File: config.mk
export PLATFORM = sky130hd
export DESIGN_NAME = frc_ctrl
export DESIGN_NICKNAME = d
export VERILOG_FILES = /design/src/frc_pkg.sv /design/src/frc_ctrl.sv /design/src/frc_guard.sv
export SDC_FILE = /design/constraint.sdc
export NUM_CORES = 1
export LEC_CHECK = 0
export BUFFER_PORTS_ARGS = -buffer_cell sky130_fd_sc_hd__clkbuf_2
export CAP_MARGIN = 40
export CORE_AREA = 5 5 81 83
export DETAILED_ROUTE_END_ITERATION = 16
export DIE_AREA = 0 0 86 88
export GPL_TIMING_DRIVEN = 0
export PLACE_DENSITY = 0.85
export SETUP_SLACK_MARGIN = 0.4
export SLEW_MARGIN = 15
export SYNTH_ARGS = -nofsm -noshare
export SYNTH_HDL_FRONTEND = slang
export SYNTH_SLANG_ARGS = --single-unit
export TNS_END_PERCENT = 30
File: constraint.sdc
create_clock -name clk_sys -period 4 [get_ports clk_sys]
set_input_delay 0 -clock clk_sys [delete_from_list [all_inputs] [get_ports clk_sys]]
set_output_delay 0 -clock clk_sys [all_outputs]
set_load 0.01 [all_outputs]
File: src/frc_pkg.sv
// package: register map, fields, timing of the flash rewrite control block
package frc_pkg;
	localparam int          ADDR_W            = 4;
	localparam logic [3:0]  OFF_CTRL_A        = 4'h0;
	localparam logic [3:0]  OFF_CTRL_B        = 4'h4;
	localparam logic [3:0]  OFF_CTRL_C        = 4'h8;
	localparam logic [3:0]  OFF_STATE         = 4'hc;
	// flash_ctrl_reg_a
	localparam int          BIT_CPU_REWRITE   = 1;
	localparam int          BIT_LOCK_DISABLE  = 2;
	localparam int          BIT_ERASE_CMD     = 4;
	localparam int          BIT_PROG_CMD      = 5;
	// flash_ctrl_reg_b
	localparam int          BIT_LOCK_RELEASE  = 3;
	localparam int          BIT_LOCK_LO       = 4;
	localparam int          BIT_LOCK_HI       = 7;
	// flash_ctrl_reg_c
	localparam int          BIT_SUSP_EN       = 0;
	localparam int          BIT_SUSP_REQ      = 1;
	localparam int          BIT_IRQ_AUTO_SUSP = 2;
	localparam int          BIT_DF_WAIT       = 3;
	localparam int          BIT_LOW_CUR_READ  = 7;
	// flash_state_reg
	localparam int          BIT_SUSPENDED     = 6;
	localparam int          BIT_READY         = 7;
	localparam logic [7:0]  RST_CTRL_A        = 8'h00;
	localparam logic [7:0]  RST_CTRL_B        = 8'hf0;
	localparam logic [7:0]  RST_CTRL_C        = 8'h00;
	localparam logic [7:0]  SET_MASK_A        = 8'h06;
	localparam logic [7:0]  SET_MASK_B        = 8'h08;
	localparam logic [7:0]  SET_MASK_C        = 8'h85;
	localparam logic [7:0]  CLR_MASK_B        = 8'hf0;
	localparam int          CLK_MHZ           = 100;
	localparam int          DF_WAIT_CYC       = 4;
	localparam int          DF_FAST_CYC       = 1;
	localparam int          SUSP_LAT_NS       = 200;
	localparam int          SUSP_LAT_CYC      = (SUSP_LAT_NS * CLK_MHZ + 999) / 1000;
	localparam int          RECOVER_NS        = 1000;
	localparam int          RECOVER_CYC       = (RECOVER_NS * CLK_MHZ + 999) / 1000;
	localparam int          ERASE_CYC         = 4000;
	localparam int          PROG_CYC          = 400;
	localparam int          CNT_W             = 16;
	typedef enum logic [2:0] {
		FRC_IDLE,
		FRC_ERASE,
		FRC_SUSP_WAIT,
		FRC_SUSPENDED,
		FRC_PROG,
		FRC_RECOVER
	} frc_state_e;
endpackage

File: src/frc_ctrl.sv
// flash rewrite control: protected control registers and erase/program sequencer
//
// Contract
// - interrupt during ROM rewrite aborts, resets flash
// - interrupt handler starts after recovery period
// - watchdog keeps counting during flash command
// - protected bits set by write 0 then 1
// - lock bits cleared by write 1 then 0
// - ready flag 0 while busy; no stop/wait
// - data flash wait bit gives 4-cycle access
// - low-current read lowers flash read current
// - suspend request suspends erase after latency; clear resumes
//
// Design decisions made here: the placing of the registers and the plain strobed port.
`timescale 1ns/1ps
`default_nettype none
module frc_ctrl #(
	parameter int ERASE_CYCLES = frc_pkg::ERASE_CYC,
	parameter int PROG_CYCLES  = frc_pkg::PROG_CYC
) (
	input  wire logic                      clk_sys,
	input  wire logic                      sys_rst,
	input  wire logic [frc_pkg::ADDR_W-1:0] reg_addr,
	input  wire logic [7:0]                reg_wdata,
	input  wire logic                      reg_wr,
	input  wire logic                      reg_rd,
	output logic      [7:0]                reg_rdata,
	input  wire logic                      irq_ack,
	input  wire logic                      target_is_rom,
	input  wire logic                      ram_resident_rewrite_mode,
	input  wire logic                      rom_resident_rewrite_mode,
	output logic                           irq_hold,
	output logic                           flash_reset,
	output logic                           watchdog_run,
	output logic                           low_current_read,
	output logic      [2:0]                df_access_cycles
);
	frc_pkg::frc_state_e state;
	frc_pkg::frc_state_e next_state;
	logic [frc_pkg::CNT_W-1:0] cnt;
	logic [frc_pkg::CNT_W-1:0] next_cnt;
	logic [7:0] flash_ctrl_reg_a;
	logic [7:0] flash_ctrl_reg_b;
	logic [7:0] flash_ctrl_reg_c;
	logic [7:0] flash_state_reg;
	logic [7:0] hw_clr_a;
	logic [7:0] hw_set_c;

	wire hit_a = reg_wr && (reg_addr == frc_pkg::OFF_CTRL_A);
	wire hit_b = reg_wr && (reg_addr == frc_pkg::OFF_CTRL_B);
	wire hit_c = reg_wr && (reg_addr == frc_pkg::OFF_CTRL_C);

	wire cpu_rewrite_enable      = flash_ctrl_reg_a[frc_pkg::BIT_CPU_REWRITE];
	wire erase_cmd               = flash_ctrl_reg_a[frc_pkg::BIT_ERASE_CMD];
	wire prog_cmd                = flash_ctrl_reg_a[frc_pkg::BIT_PROG_CMD];
	wire suspend_enable_bit      = flash_ctrl_reg_c[frc_pkg::BIT_SUSP_EN];
	wire suspend_request_bit     = flash_ctrl_reg_c[frc_pkg::BIT_SUSP_REQ];
	wire irq_auto_suspend_enable = flash_ctrl_reg_c[frc_pkg::BIT_IRQ_AUTO_SUSP];
	wire data_flash_wait_select  = flash_ctrl_reg_c[frc_pkg::BIT_DF_WAIT];
	wire low_current_read_enable = flash_ctrl_reg_c[frc_pkg::BIT_LOW_CUR_READ];
	wire rewrite_mode            = ram_resident_rewrite_mode | rom_resident_rewrite_mode;
	// a command starts only with rewrite enabled and a rewrite mode active
	wire start_ok    = cpu_rewrite_enable && rewrite_mode;
	// a suspended erase is not busy and reports ready
	wire busy_op     = (state == frc_pkg::FRC_ERASE) || (state == frc_pkg::FRC_PROG)
		|| (state == frc_pkg::FRC_SUSP_WAIT);
	// rom target only: interrupt aborts the busy operation, whether or not suspend is usable
	wire abort_req   = irq_ack && target_is_rom && busy_op;
	wire auto_susp   = irq_ack && !target_is_rom && (state == frc_pkg::FRC_ERASE)
		&& irq_auto_suspend_enable && suspend_enable_bit;
	wire cnt_done    = (cnt == '0);

	frc_guard #(
		.RESET_VAL (frc_pkg::RST_CTRL_A),
		.SET_MASK  (frc_pkg::SET_MASK_A),
		.CLR_MASK  (8'h00)
	) u_reg_a (
		.clk_sys (clk_sys),
		.sys_rst (sys_rst),
		.wr_any  (reg_wr),
		.wr_hit  (hit_a),
		.wdata   (reg_wdata),
		.hw_set  (8'h00),
		.hw_clr  (hw_clr_a),
		.value   (flash_ctrl_reg_a)
	);
	frc_guard #(
		.RESET_VAL (frc_pkg::RST_CTRL_B),
		.SET_MASK  (frc_pkg::SET_MASK_B),
		.CLR_MASK  (frc_pkg::CLR_MASK_B)
	) u_reg_b (
		.clk_sys (clk_sys),
		.sys_rst (sys_rst),
		.wr_any  (reg_wr),
		.wr_hit  (hit_b),
		.wdata   (reg_wdata),
		.hw_set  (8'h00),
		.hw_clr  (8'h00),
		.value   (flash_ctrl_reg_b)
	);
	frc_guard #(
		.RESET_VAL (frc_pkg::RST_CTRL_C),
		.SET_MASK  (frc_pkg::SET_MASK_C),
		.CLR_MASK  (8'h00)
	) u_reg_c (
		.clk_sys (clk_sys),
		.sys_rst (sys_rst),
		.wr_any  (reg_wr),
		.wr_hit  (hit_c),
		.wdata   (reg_wdata),
		.hw_set  (hw_set_c),
		.hw_clr  (8'h00),
		.value   (flash_ctrl_reg_c)
	);

	// command bits self-clear when the sequencer takes or ends them
	always_comb begin
		hw_clr_a = 8'h00;
		hw_set_c = 8'h00;
		if (state != frc_pkg::FRC_IDLE || abort_req) begin
			hw_clr_a[frc_pkg::BIT_ERASE_CMD] = 1'b1;
			hw_clr_a[frc_pkg::BIT_PROG_CMD]  = 1'b1;
		end
		if (auto_susp) hw_set_c[frc_pkg::BIT_SUSP_REQ] = 1'b1;
	end

	always_comb begin
		next_state = state;
		next_cnt   = (cnt_done) ? cnt : cnt - 1'b1;
		unique case (state)
			frc_pkg::FRC_IDLE: begin
				if (start_ok && erase_cmd) begin
					next_state = frc_pkg::FRC_ERASE;
					next_cnt   = frc_pkg::CNT_W'(ERASE_CYCLES - 1);
				end else if (start_ok && prog_cmd) begin
					next_state = frc_pkg::FRC_PROG;
					next_cnt   = frc_pkg::CNT_W'(PROG_CYCLES - 1);
				end
			end
			frc_pkg::FRC_ERASE: begin
				// a suspend request overrides completion in the same cycle
				if (cnt_done) next_state = frc_pkg::FRC_IDLE;
				if (suspend_enable_bit && (suspend_request_bit || auto_susp)) begin
					next_state = frc_pkg::FRC_SUSP_WAIT;
					next_cnt   = frc_pkg::CNT_W'(frc_pkg::SUSP_LAT_CYC - 1);
				end
			end
			frc_pkg::FRC_SUSP_WAIT: begin
				if (cnt_done) begin
					next_state = frc_pkg::FRC_SUSPENDED;
					next_cnt   = '0;
				end
			end
			frc_pkg::FRC_SUSPENDED: begin
				// resume with half the erase time still to run
				if (!suspend_request_bit) begin
					next_state = frc_pkg::FRC_ERASE;
					next_cnt   = frc_pkg::CNT_W'(ERASE_CYCLES / 2);
				end
			end
			frc_pkg::FRC_PROG: begin
				if (cnt_done) next_state = frc_pkg::FRC_IDLE;
			end
			frc_pkg::FRC_RECOVER: begin
				if (cnt_done) next_state = frc_pkg::FRC_IDLE;
			end
		endcase
		// abort overrides every other transition
		if (abort_req) begin
			next_state = frc_pkg::FRC_RECOVER;
			next_cnt   = frc_pkg::CNT_W'(frc_pkg::RECOVER_CYC - 1);
		end
	end

	always_ff @(posedge clk_sys or posedge sys_rst) begin
		if (sys_rst) begin
			state <= frc_pkg::FRC_IDLE;
			cnt   <= '0;
		end else begin
			state <= next_state;
			cnt   <= next_cnt;
		end
	end

	always_comb begin
		flash_state_reg = 8'h00;
		flash_state_reg[frc_pkg::BIT_READY]     = !busy_op && state != frc_pkg::FRC_RECOVER;
		flash_state_reg[frc_pkg::BIT_SUSPENDED] = (state == frc_pkg::FRC_SUSPENDED);
	end

	// unmapped offsets read as zero
	wire [7:0] rd_mux = (reg_addr == frc_pkg::OFF_CTRL_A) ? flash_ctrl_reg_a :
		(reg_addr == frc_pkg::OFF_CTRL_B) ? flash_ctrl_reg_b :
		(reg_addr == frc_pkg::OFF_CTRL_C) ? flash_ctrl_reg_c :
		(reg_addr == frc_pkg::OFF_STATE)  ? flash_state_reg : 8'h00;

	always_ff @(posedge clk_sys or posedge sys_rst) begin
		if (sys_rst) begin
			reg_rdata        <= 8'h00;
			df_access_cycles <= 3'(frc_pkg::DF_FAST_CYC);
			low_current_read <= 1'b0;
		end else begin
			reg_rdata        <= reg_rd ? rd_mux : 8'h00;
			df_access_cycles <= data_flash_wait_select ? 3'(frc_pkg::DF_WAIT_CYC)
				: 3'(frc_pkg::DF_FAST_CYC);
			low_current_read <= low_current_read_enable;
		end
	end

	// hold interrupt entry during abort and recovery
	assign irq_hold     = abort_req || (state == frc_pkg::FRC_RECOVER);
	assign flash_reset  = (state == frc_pkg::FRC_RECOVER);
	assign watchdog_run = 1'b1;
endmodule // frc_ctrl
`default_nettype wire

File: src/frc_guard.sv
// protected-write guard for one control register
`timescale 1ns/1ps
`default_nettype none
module frc_guard #(
	parameter logic [7:0] RESET_VAL = 8'h00,
	parameter logic [7:0] SET_MASK  = 8'h00,
	parameter logic [7:0] CLR_MASK  = 8'h00
) (
	input  wire logic       clk_sys,
	input  wire logic       sys_rst,
	input  wire logic       wr_any,
	input  wire logic       wr_hit,
	input  wire logic [7:0] wdata,
	input  wire logic [7:0] hw_set,
	input  wire logic [7:0] hw_clr,
	output logic      [7:0] value
);
	logic [7:0] prev;
	logic       prev_ok;
	logic [7:0] next_value;
	wire  [7:0] free_mask = ~(SET_MASK | CLR_MASK);
	// previous write to this register directly before, else no arming
	wire  [7:0] set_ok    = prev_ok ? (SET_MASK & ~prev & wdata) : 8'h00;
	wire  [7:0] clr_ok    = prev_ok ? (CLR_MASK & prev & ~wdata) : 8'h00;
	// free bits follow the write; set bits clear freely; lock bits set freely
	wire  [7:0] sw_val    = (wdata & free_mask)
		| ((value | set_ok) & SET_MASK & wdata)
		| ((value | wdata) & ~clr_ok & CLR_MASK);
	wire  [7:0] sw_next   = wr_hit ? sw_val : value;
	assign next_value = (sw_next & ~hw_clr) | hw_set;
	always_ff @(posedge clk_sys or posedge sys_rst) begin
		if (sys_rst) begin
			value   <= RESET_VAL;
			prev    <= 8'h00;
			prev_ok <= 1'b0;
		end else begin
			value   <= next_value;
			prev    <= wdata;
			prev_ok <= wr_hit;
			if (!wr_any) prev_ok <= prev_ok;
			if (!wr_any) prev <= prev;
		end
	end
endmodule // frc_guard
`default_nettype wire

# Word-level counts from Yosys, hierarchy flattened
# Index checks and enable logic that the tools add are counted.
# word_totals
memories	0
mem_bits_ro	0
wordCells	105
reg_bits	66
ramBits	0
output_inout_bits	15
latchBits	0
# op_classes
div_mod_pow	0
add_sub_neg	1
n_reduce_logical	27
shift	0
n_eq_ne	12
mul	0
order_cmp	0
muxes	30
bitwise_logic	23
# op_table
op	n
two-way mux 16 bit	7
two-way mux 8 bit	9
one-hot mux 16 bit (4 select lines)	1
bitwise AND 8 bit	5
bitwise OR 8 bit	4
two-way mux 3 bit	9
NOT 8 bit	3
zero test 16 bit	1
subtractor 16 x 1 -> 16 bit, second input constant	1
one-hot mux 3 bit (5 select lines)	1
logical AND 1 bit	14
!= test 3 bit, second input constant	3
bitwise AND 3 x 8 -> 8 bit	1
bitwise AND 4 x 8 -> 8 bit	1
equality test 4 bit, second input constant	2
NOT 6 -> 8 bit	1
bitwise OR 3 x 8 -> 8 bit	1
bitwise OR 7 x 8 -> 8 bit	1
bitwise OR 8 x 2 -> 8 bit	1
equality test 3 x 2 -> 1 bit, second input constant	2
equality test 3 bit, second input constant	2
logical OR 1 bit	5
bitwise AND 4 bit	1
equality test 4 x 3 -> 1 bit, second input constant	1
other kinds (15)	16

# Logic depth before layout (Yosys ltp)
# Gate-level depths: netlist (run 1).
# logic_depth
word_depth	10
ltp_mapped	9
depth_no_buf	8

# Hierarchy
# Synthesis (run 1) repeated with hierarchy kept, for this count alone.
# unflattened
hier_cells	360
hier_area_um2	3631.0
# modules_own_cells
mod	cells_each	area_per_inst_um2	instances	seq_area_each_um2
frc_ctrl	236	1980.6	1	752.0
frc_guard (u_reg_b)	46	613.1	1	355.3
frc_guard (u_reg_c)	41	541.8	1	300.3
frc_guard (u_reg_a)	37	495.5	1	275.3

# Least setup slack after synthesis (run 1)
# Ideal clock, no wire load.
# synth_path
path_type	register to register
start	reg cnt[5] (netlist name)
end	reg cnt[0] (netlist name)
setup_slack_ns	1.937
arrival_time_ns	1.973
path_buffers	1
period_less_slack_ns	2.063
path_stages_with_launch	7
cell_sequence	dfrtp_1 > or4_4 > or2_4 > or2_0 > buf_6 > ha_1 > o2111ai_1
# synth_between
elab_chain_len	6
word_cells_on_any_way	9
cone_classes	mux (8); reduce/logical (1)
# synth_rtl
element	line	source
from (decl)	frc_ctrl.sv:40	logic [frc_pkg::CNT_W-1:0] cnt;
from (signal assigned)	frc_ctrl.sv:181	cnt <= next_cnt;
zero test 16 bit *	frc_ctrl.sv:71	wire cnt_done = (cnt == '0);
two-way mux 16 bit	frc_ctrl.sv:129	next_cnt = (cnt_done) ? cnt : cnt - 1'b1;
two-way mux 16 bit	frc_ctrl.sv:135	end else if (start_ok && prog_cmd) begin
two-way mux 16 bit	frc_ctrl.sv:132	if (start_ok && erase_cmd) begin
one-hot mux 16 bit (4 select lines) *	frc_ctrl.sv:130	unique case (state)
two-way mux 16 bit *	frc_ctrl.sv:169	if (abort_req) begin
via next_cnt (one bit)	frc_ctrl.sv:41	logic [frc_pkg::CNT_W-1:0] next_cnt;
# The timed path passes the listed nets; every way through them passes the cells marked *.
# A chain may end at the register's enable or synchronous reset.

# Worst setup path after layout (run 1)
# layout_path
start	reg state[0]
end	out irq_hold
# layout_between
elab_chain_len	5
word_cells_on_any_way	8
cone_classes	eq/ne (4); reduce/logical (4)
# layout_rtl
element	line	source
from (decl)	frc_ctrl.sv:38	frc_pkg::frc_state_e state;
from (signal assigned)	frc_ctrl.sv:177	state <= frc_pkg::FRC_IDLE;
from (signal assigned)	frc_ctrl.sv:180	state <= next_state;
equality test 3 x 1 -> 1 bit or equality test 3 bit (tied branches)	frc_ctrl.sv:65	wire busy_op = (state == frc_pkg::FRC_ERASE) || (state == frc_pkg::FRC_PROG)
logical OR 1 bit	frc_ctrl.sv:65	
logical OR 1 bit	frc_ctrl.sv:66	|| (state == frc_pkg::FRC_SUSP_WAIT);
logical AND 1 bit	frc_ctrl.sv:68	wire abort_req = irq_ack && target_is_rom && busy_op;
logical OR 1 bit *	frc_ctrl.sv:211	assign irq_hold = abort_req || (state == frc_pkg::FRC_RECOVER);
to (decl)	frc_ctrl.sv:32	output logic irq_hold,
# Mark *: on every way between the ends. The rest lies on a longest branch, timed or not.

==> results.md, run 1 <==
* Ys async rst share at 100%
* Sink Count at 65
* CP Data Arrival Time at 2520 ps
* DR vias at 2659
* Synthesized area per cell at 10.5 um^2
* Ys flop type: dfrtp_1
* Post-CTS setup buffer count at 0
* Setup TNS at 0 ps
* TritonRoute pass-1 iters at 4
* WS Path Type: register to output pin
* Worst-path cell chain: clkbuf_1 -> xor2_1 -> o2111ai_2 -> inv_1 -> or2_2 -> clkbuf_2
* Simple-gate portion of the synthesized area at 18.3%
* Clock Root Buffer: clkbuf_8
* YS warnings at 0
* Die Y at 88 um
* Worst setup EP type: output pin
* CP Max Fanout at 10
* Die Area at 7570 um^2
* R2r setup slk at 1670 ps
* Fin nets at 391
* Post-Syn Area at 3310 um^2
* Final max-slew violation count at 0
* Share of the synthesized area in the top cell type at 45.3%
* Post-synth top cells: 60 x dfrtp_1, 24 x nand2_1, 24 x o21ai_0
* GR Overflow Total at 0
* Clock power frac at 27.0%
* DP HPWL at 5500 um
* Clock transition at the registers of the reported paths at 70 ps
* Wire per inst at 17.3 um
* Slowest CP cell: o2111ai_2
* Period minus WS final at 2520 ps
* Internal power at 1.34 mW
* RR Endpoint: cnt[0]
* Share of cells above drive strength 1 at 25.4%
* Rows at 28
* Mux cell area share after synthesis at 7.33%
* First-pass GRT wire length at 13300 um
* Sw frac at 33.2%
* RSZ-0062 raised after global routing: no
* Final Total Pwr at 2.01 mW
* Period utilization at 63.0%
* Largest cells by area after synthesis: dfrtp_1 45%, mux2_2 6.1%, dfstp_2 4.0%
* PortBufs at 31
* Combinational Power Share at 29.0%
* Startpoint types: register
* WP buf/inv at 3
* Tot GR Track Use at 22.8%
* Hold path depth at 4
* FMAX at 397 MHz
* Top Family by Delay on Critical Path: buffers and inverters
* Seq/Total Area, Yosys at 49.3%
* P_sw at 0.668 mW
* Post-synth EDFFs at 0
* Slew HR at 56.4%
* RR Startpoint: cnt[9]
* Worst EP required at 4000 ps
* Mapped Cells at 315
* P&R area growth vs syn at 17.3%
* Initial Utilization at 57.3%
* Pin count of the biggest net entering global routing at 50
* Largest family of logic cells by synthesized area: simple AND/OR/NAND/NOR gates
* WL final at 7780 um
* FILL cells at 472
* Drt drc at 0
* Io pins at 35
* Seq pwr share at 44.0%
* Multi-input gate area at 1550 um^2
* Vias per Instance at 5.92
* Max Root-Sink Buffers at 2
* # H-tree levels at 3
* Worst path depth at 6
* Die W at 86 um
* Compound-gate portion of the synthesized area at 16.8%
* Synth Net Count at 337
* Hold endpoint: reg_rdata[6]
* Post-synth top area cell: dfrtp_1
* Setup violators final at 0
* Post-synth cell types at 63
* Register area at 1630 um^2
* Core area at 5780 um^2
* Drt initial violations at 136
* Xor/xnor share of the synthesized area at 3.44%
* Slowest stage delay, CP at 520 ps
* Leakage power at 1.68 nW
* PwrDens at 517 nW/um^2
* Hold Slack at 59.5 ps
* Worst reg-to-reg path cell count at 6
* Adder-Cell Fraction of Synth Area at 0.756%
* Max-Cap Viols at 0
* Top-count cell post-synth: dfrtp_1
* Run status: complete, no violations
* Hold path startpoint: reg_addr[1]
* Gpl congestion at 0.907
* CTS Buf Count at 9
* Antenna Cells at 0
* Least-Margin Pin Slew at 655 ps
* Peak supply drop at 0.373 mV
* Clk_lat worst skew at 350 ps
* Detail Route Antenna Nets at 0
* #FFs+latches synth at 65
* Clk_skew at 5.18 ps
* CTS tree: done
* Fin. Hold Viols at 0
* Number of global-route vias before repair at 2752
* HP Class: input port to register
* Antenna violations before repair at 0
-- kinds of logic after synthesis --
logic type      after synthesis
compound gates               76
xor+xnor                     13
fa+ha+maj                     2
buf+inv                      26
flops                        65
mux                          22
other cells                   2
simple gates                109
-- cell usage in the layout, fill, tap and decap left out, drive strengths merged, types with 3 or more instances in the layout --
cell / synthesis / layout
nor2: 18 / 18
buf: 8 / 10
mux2: 18 / 18
clkbuf: 8 / 50
a22o: 4 / 4
o21ai: 24 / 24
nand2b: 6 / 6
or2: 5 / 5
o2111ai: 3 / 3
nand2: 24 / 24
nand3: 12 / 12
nor2b: 4 / 4
xor2: 6 / 6
a21oi: 12 / 12
mux2i: 4 / 4
o22a: 6 / 6
inv: 10 / 10
xnor2: 7 / 7
a21boi: 5 / 5
nor4b: 3 / 3
clkinv: 0 / 3
nor3: 15 / 15
dfstp: 5 / 5
o211ai: 3 / 3
dlygate4sd3: 0 / 10
nor4: 7 / 7
dfrtp: 60 / 60
-- what timing repair did --
action | CTS | global route
gates resized for setup | 0 | 0
hold buffers | 10 | 0
hold endpoints to repair | 96 | 0
-- sequential cells by signal, indices dropped and copies added (netlist names) --
register	flops
u_reg_c.prev	8
u_reg_a.prev_ok	1
df_access_cycles	2
low_current_read	1
u_reg_b.value	8
u_reg_c.prev_ok	1
reg_rdata	8
cnt	16
state	3
u_reg_b.prev_ok	1
u_reg_a.value	8
u_reg_c.value	8
-- area by class of cell --
type / count / area share (%)
clock inverters: 5 / 1.45
multi-input cells: 224 / 40.0
plain buffers: 16 / 2.29
inverters: 10 / 1.03
well taps: 75 / 2.41
clock buffers: 11 / 3.38
repair buffers: 43 / 7.47
flip-flops and latches: 65 / 42.0
-- how the worst max path moves through the flow --
stage	startpoint	to	slack, ps
final	state[0]	irq_hold	1480
after detailed placement	cnt[9]	cnt[0]	1710
after floorplan	cnt[5]	cnt[0]	1940
after CTS	state[0]	irq_hold	1500
after global routing	state[0]	irq_hold	1400
after global placement	sys_rst	state[2]	1670
-- per-layer routing --
layer	part of all wire, %	GRT usage, %
met5	0	0
met4	1.7	10.1
met3	5.0	5.83
met2	52	39.1
met1	41	27.2
-- worst min-delay path: stages --
cell and delay, ps:
clkbuf_2 110, nor4b_1 70, nand3_1 80, a21boi_0 90
-- power by group through the flow --
| stage | Sequential [mW] | Combinational [mW] | Clock [mW] |
|---|---|---|---|
| after CTS | 0.882 | 0.577 | 0.551 |
| after detailed placement | 0.894 | 0.564 | 0 |
| after global placement | 0.886 | 0.544 | 0 |
| after floorplan | 0.872 | 0.429 | 0 |
| after global routing | 0.902 | 0.638 | 0.584 |
| final | 0.885 | 0.583 | 0.543 |
-- metrics by stage --
stage	area [um^2]	instances	setup slack, ps	util (%)
6_report	3890	449	1480	67.2
2_1_floorplan	3310	315	1940	-
4_1_cts	3890	449	1500	67.2
3_5_place_dp	3600	423	1710	62.3
5_1_grt	3890	449	1400	67.2
3_3_place_gp	3560	421	1670	61.6
Note: power is estimated with default switching activity, not from simulation.
==> run 2: changes to the inputs <==
--- a/config.mk
+++ b/config.mk
@@ -7,11 +7,11 @@
 export LEC_CHECK = 0
 export BUFFER_PORTS_ARGS = -buffer_cell sky130_fd_sc_hd__clkbuf_2
 export CAP_MARGIN = 40
-export CORE_AREA = 5 5 81 83
+export CORE_AREA = 5 5 82 84
 export DETAILED_ROUTE_END_ITERATION = 16
-export DIE_AREA = 0 0 86 88
+export DIE_AREA = 0 0 87 89
 export GPL_TIMING_DRIVEN = 0
-export PLACE_DENSITY = 0.85
+export PLACE_DENSITY = 0.83
 export SETUP_SLACK_MARGIN = 0.4
 export SLEW_MARGIN = 15
 export SYNTH_ARGS = -nofsm -noshare
==> constraint.sdc (replaced) <==
create_clock -name clk_sys -period 2.6 [get_ports clk_sys]
set_input_delay 0 -clock clk_sys [delete_from_list [all_inputs] [get_ports clk_sys]]
set_output_delay 0 -clock clk_sys [all_outputs]
set_load 0.01 [all_outputs]
==> results.md, run 2 (synthesized netlist as in run 1, its figures left out) <==
* Top layer in use: met4
* WL met1 at 3190 um
* Least-Margin Pin Slew at 640 ps
* PortBufs at 31
* CP Data Arrival Time at 2420 ps
* Setup violators final at 0
* Clk_skew at 9.22 ps
* RSZ-0062 raised after global routing: yes
* Vias per Instance at 5.93
* Slowest CP cell: or4_4
* WS Path Type: register to register
* Worst setup EP type: register
* First-pass GRT wire length at 12900 um
* Clk_lat worst skew at 350 ps
* Leakage power at 1.74 nW
* R2r setup slk at 440 ps
* P&R area growth vs syn at 21.4%
* Max Root-Sink Buffers at 2
* Die W at 87 um
* Peak supply drop at 0.498 mV
* Tot GR Track Use at 21.7%
* Initial Utilization at 56.6%
* Most common cell after layout, fill and taps aside: dfrtp_1
* Pre-CTS WS at 305 ps
* Pin count of the biggest net entering global routing at 48
* Die Area at 7740 um^2
* Fin worst setup slack at 440 ps
* DP HPWL at 5400 um
* CP Max Fanout at 6
* Hold Slack at 8.81 ps
* Io pins at 35
* DR vias at 2679
* WL final at 7770 um
* Period minus WS final at 2160 ps
* Detail Route Antenna Nets at 0
* Core area at 5850 um^2
* Max-Cap Viols at 0
* Wire per inst at 17.2 um
* Share of cells above drive strength 1 at 28.1%
* Biggest register: cnt
* Drt drc at 0
* Number of global-route vias before repair at 2700
* FMAX at 463 MHz
* Metal2 WL at 4030 um
* Layout Utilization at 68.7%
* CTS Buf Count at 9
* Startpoint types: register
* Clock Root Buffer: clkbuf_8
* Antenna violations before repair at 0
* Final max-slew violation count at 0
* Max reg flops at 16
* Setup TNS at 0 ps
* PwrDens at 845 nW/um^2
* Clock transition at the registers of the reported paths at 70 ps
* HP Class: input port to register
* Run status: complete, no violations
* Placed cell areas at 3600 um^2
* Post-route cell area at 4020 um^2
* Worst-path cell chain: or4_4 -> or2_4 -> or2_0 -> buf_6 -> ha_1 -> o2111ai_1
* Drt initial violations at 162
* Gpl congestion at 0.917
* TritonRoute pass-1 iters at 5
* Fin nets at 394
* Worst EP required at 2860 ps
* GR Overflow Total at 0
* CTS tree: done
* Die Y at 89 um
* Slew HR at 56.9%
* WL met3 at 345 um
* Fin. Hold Viols at 0
* Antenna Cells at 0
* Period utilization at 83.1%
* Slowest stage delay, CP at 530 ps
* # H-tree levels at 3
* Rows at 28
* Most frequent cells in the layout: 60 x dfrtp_1, 32 x clkbuf_2, 24 x nand2_1, 23 x o21ai_0, 18 x mux2_2
* Sink Count at 65
[run 2: worst max-delay path, delay by kind of cell (launching register included)]
kind | cells | cell delay [ps]
AND/OR/NAND/NOR | 3 | 1040
flip-flops | 1 | 430
adder cells (fa/ha/maj) | 1 | 260
AO/OA/AOI/OAI | 1 | 210
buffers and inverters | 1 | 140
[run 2: power by group]
group / leakage [nW] / internal [mW] / switching, mW / total, mW
Sequential: 0.823 / 1.21 / 0.159 / 1.37
Clock: 0.123 / 0.666 / 0.412 / 1.08
Combinational: 0.794 / 0.449 / 0.501 / 0.949
[run 2: per-stage QoR]
stage          total power [mW]  instances
6_report                   3.40        452
2_1_floorplan              2.00        315
5_1_grt                    3.57        452
3_3_place_gp               2.20        421
4_1_cts                    3.35        449
3_5_place_dp               2.24        423
[run 2: metal layers]
| metal | track usage (%) | vias to the layer above |
|---|---|---|
| met3 | 5.25 | 24 |
| met4 | 9.63 | 0 |
| met1 | 26.1 | 1305 |
| met5 | 0 | - |
| li1 | - | 1262 |
| met2 | 37.0 | 88 |
[run 2: area by class of cell]
type                       instances  area [um^2]
inverter                          10         40.0
clock inverter                     6          115
clock buffer                      10          138
multi-input combinational        224         1600
timing repair buffer              46          313
fill                             434         1830
tap                               75         93.8
buffer                            16         92.6
sequential                        65         1630
[run 2: worst paths after layout]
check / startpoint / endpoint / cells past startpoint
setup / recovery: cnt[5] / cnt[0] / 6
hold / removal: irq_ack / cnt[5] / 3
setup reg to reg: cnt[5] / cnt[0] / 6
hold reg to reg: u_reg_c.value[3] / df_access_cycles[2] / 0
max in group asynchronous: sys_rst / u_reg_b.value[6] / 4
min in group asynchronous: sys_rst / u_reg_a.prev_ok / 3
[run 2: repair_timing]
| action | CTS | global route |
|---|---|---|
| hold buffers | 10 | 0 |
| endpoints found under the setup margin | 9 | 11 |
| pin swaps | 0 | 3 |
| gates resized for setup | 3 | 7 |
| hold endpoints to repair | 99 | 0 |
| buffers inserted | 0 | 3 |
==> run 3: changes to the inputs <==
--- a/config.mk
+++ b/config.mk
@@ -7,11 +7,11 @@
 export LEC_CHECK = 0
 export BUFFER_PORTS_ARGS = -buffer_cell sky130_fd_sc_hd__clkbuf_2
 export CAP_MARGIN = 40
-export CORE_AREA = 5 5 82 84
+export CORE_AREA = 5 5 86 88
 export DETAILED_ROUTE_END_ITERATION = 16
-export DIE_AREA = 0 0 87 89
+export DIE_AREA = 0 0 91 93
 export GPL_TIMING_DRIVEN = 0
-export PLACE_DENSITY = 0.83
+export PLACE_DENSITY = 0.8
 export SETUP_SLACK_MARGIN = 0.4
 export SLEW_MARGIN = 15
 export SYNTH_ARGS = -nofsm -noshare
==> constraint.sdc (replaced) <==
create_clock -name clk_sys -period 1.9 [get_ports clk_sys]
set_input_delay 0 -clock clk_sys [delete_from_list [all_inputs] [get_ports clk_sys]]
set_output_delay 0 -clock clk_sys [all_outputs]
set_load 0.01 [all_outputs]
==> results.md, run 3 (synthesized netlist as in run 1, its figures left out) <==
* Run status: finished with violations
* Violated checks: setup timing
* CP Max Fanout at 4
* Period utilization at 109%
* Number of global-route vias before repair at 2759
* Slowest stage delay, CP at 560 ps
* Fin nets at 405
* Least-Margin Pin Slew at 717 ps
* Top Family by Delay on Critical Path: simple AND/OR/NAND/NOR gates
* Max-Cap Viols at 0
* # H-tree levels at 3
* Drt initial violations at 211
* Internal power at 3.19 mW
* Worst setup path start: cnt[5]
* Antenna Cells at 0
* Clock Root Buffer: clkbuf_8
* Worst-path cell chain: or4_4 -> and4b_2 -> buf_6 -> nor3b_4 -> o41ai_4 -> buf_4 -> nor2_2
* Setup violators final at 17
* DP HPWL at 5530 um
* Die Area at 8460 um^2
* Wire per inst at 18.1 um
* Initial Utilization at 50.4%
* Clock power frac at 28.3%
* First-pass GRT wire length at 14000 um
* Layout Utilization at 64.0%
* Gpl congestion at 0.877
* PortBufs at 31
* Drt drc at 0
* Peak supply drop at 0.700 mV
* GR Overflow Total at 0
* Rows at 30
* Pin count of the biggest net entering global routing at 34
* Detail Route Antenna Nets at 0
* HP Class: input port to register
* CTS Buf Count at 9
* WL final at 8470 um
* Hold Slack at 17.9 ps
* Biggest register: cnt
* Setup TNS at -1700 ps
* TritonRoute pass-1 iters at 4
* Tot GR Track Use at 20.6%
* CTS tree: done
* Period minus WS final at 2080 ps
* Max reg flops at 16
* Non-Filler Instances at 468
* Sw frac at 33.3%
* Placed cell areas at 3620 um^2
* Die W at 91 um
* Final Total Pwr at 4.78 mW
* Max Root-Sink Buffers at 2
* WS Path Type: register to register
* Final max-slew violation count at 0
* Antenna violations before repair at 0
* DR vias at 2766
* Clk_lat worst skew at 350 ps
* FMAX at 482 MHz
* Fin worst setup slack at -175 ps
* Share of cells above drive strength 1 at 34.5%
* PwrDens at 1140 nW/um^2
* RSZ-0062 raised after global routing: yes
* Io pins at 35
* Vias per Instance at 5.91
* Slowest CP cell: or4_4
* Worst EP required at 2130 ps
* Most common cell after layout, fill and taps aside: dfrtp_1
* Hold path startpoint: reg_addr[1]
* Die Y at 93 um
* Leakage power at 1.79 nW
* Startpoint types: register
* Dpl cells at 428
* Pre-CTS WS at -333 ps
* Seq pwr share at 39.6%
* P&R area growth vs syn at 26.9%
* Slew HR at 52.1%
* Core area at 6570 um^2
* CP Data Arrival Time at 2310 ps
* P_sw at 1.59 mW
* Fin. Hold Viols at 0
* RR Startpoint: cnt[5]
* WP buf/inv at 2
* Clock transition at the registers of the reported paths at 80 ps
* Worst setup EP type: register
* Combinational Power Share at 32.1%
* Sink Count at 65
* Clk_skew at 12.8 ps
* Post-route cell area at 4200 um^2
* Most frequent cells in the layout: 60 x dfrtp_1, 32 x clkbuf_2, 24 x nand2_1
## run 3: timing repair
| item | CTS | global route |
|---|---|---|
| hold buffers | 10 | 0 |
| endpoints found under the hold margin | 65 | 0 |
| buffers inserted | 6 | 8 |
| pin swaps | 8 | 8 |
| endpoints found under the setup margin | 23 | 22 |
| gates resized for setup | 15 | 21 |
## run 3: worst reg2reg max path: stages, from the launching register on
cell     delay, ps
dfrtp_1        380
or4_4          560
and4b_2        380
buf_6          130
nor3b_4         50
o41ai_4        200
buf_4          200
nor2_2          50
## run 3: cell type report
| cell class | count | area (um^2) |
|---|---|---|
| sequential | 65 | 1630 |
| clock inverter | 6 | 90.1 |
| inverter | 10 | 45.0 |
| fill | 506 | 2370 |
| tap | 80 | 100 |
| buffer | 16 | 106 |
| timing repair buffer | 57 | 395 |
| multi-input combinational | 224 | 1690 |
| clock buffer | 10 | 138 |
## run 3: power by group through the flow
| stage | Clock, mW | Sequential (mW) | Combinational (mW) |
|---|---|---|---|
| finish | 1.35 | 1.89 | 1.53 |
| global route | 1.43 | 1.92 | 1.67 |
| CTS | 1.36 | 1.86 | 1.36 |
| detailed placement | 0 | 1.88 | 1.21 |
| global placement | 0 | 1.87 | 1.17 |
| floorplan | 0 | 1.84 | 0.924 |
## run 3: path summary, 6_finish.rpt
| kind | end | slack (ps) | cells past startpoint |
|---|---|---|---|
| max | cnt[13] | -180 | 7 |
| min | reg_rdata[2] | 20 | 4 |
| max reg2reg | cnt[13] | -180 | 7 |
| min reg2reg | df_access_cycles[2] | 430 | 0 |
| max in group asynchronous | u_reg_b.value[5] | 930 | 4 |
| min in group asynchronous | cnt[11] | 300 | 3 |
## run 3: metal layers
metal | routed length, um | GRT usage (%)
met1 | 3470 | 24.9
met2 | 4470 | 34.9
met3 | 385 | 5.87
met4 | 143 | 8.07
met5 | 0 | 0
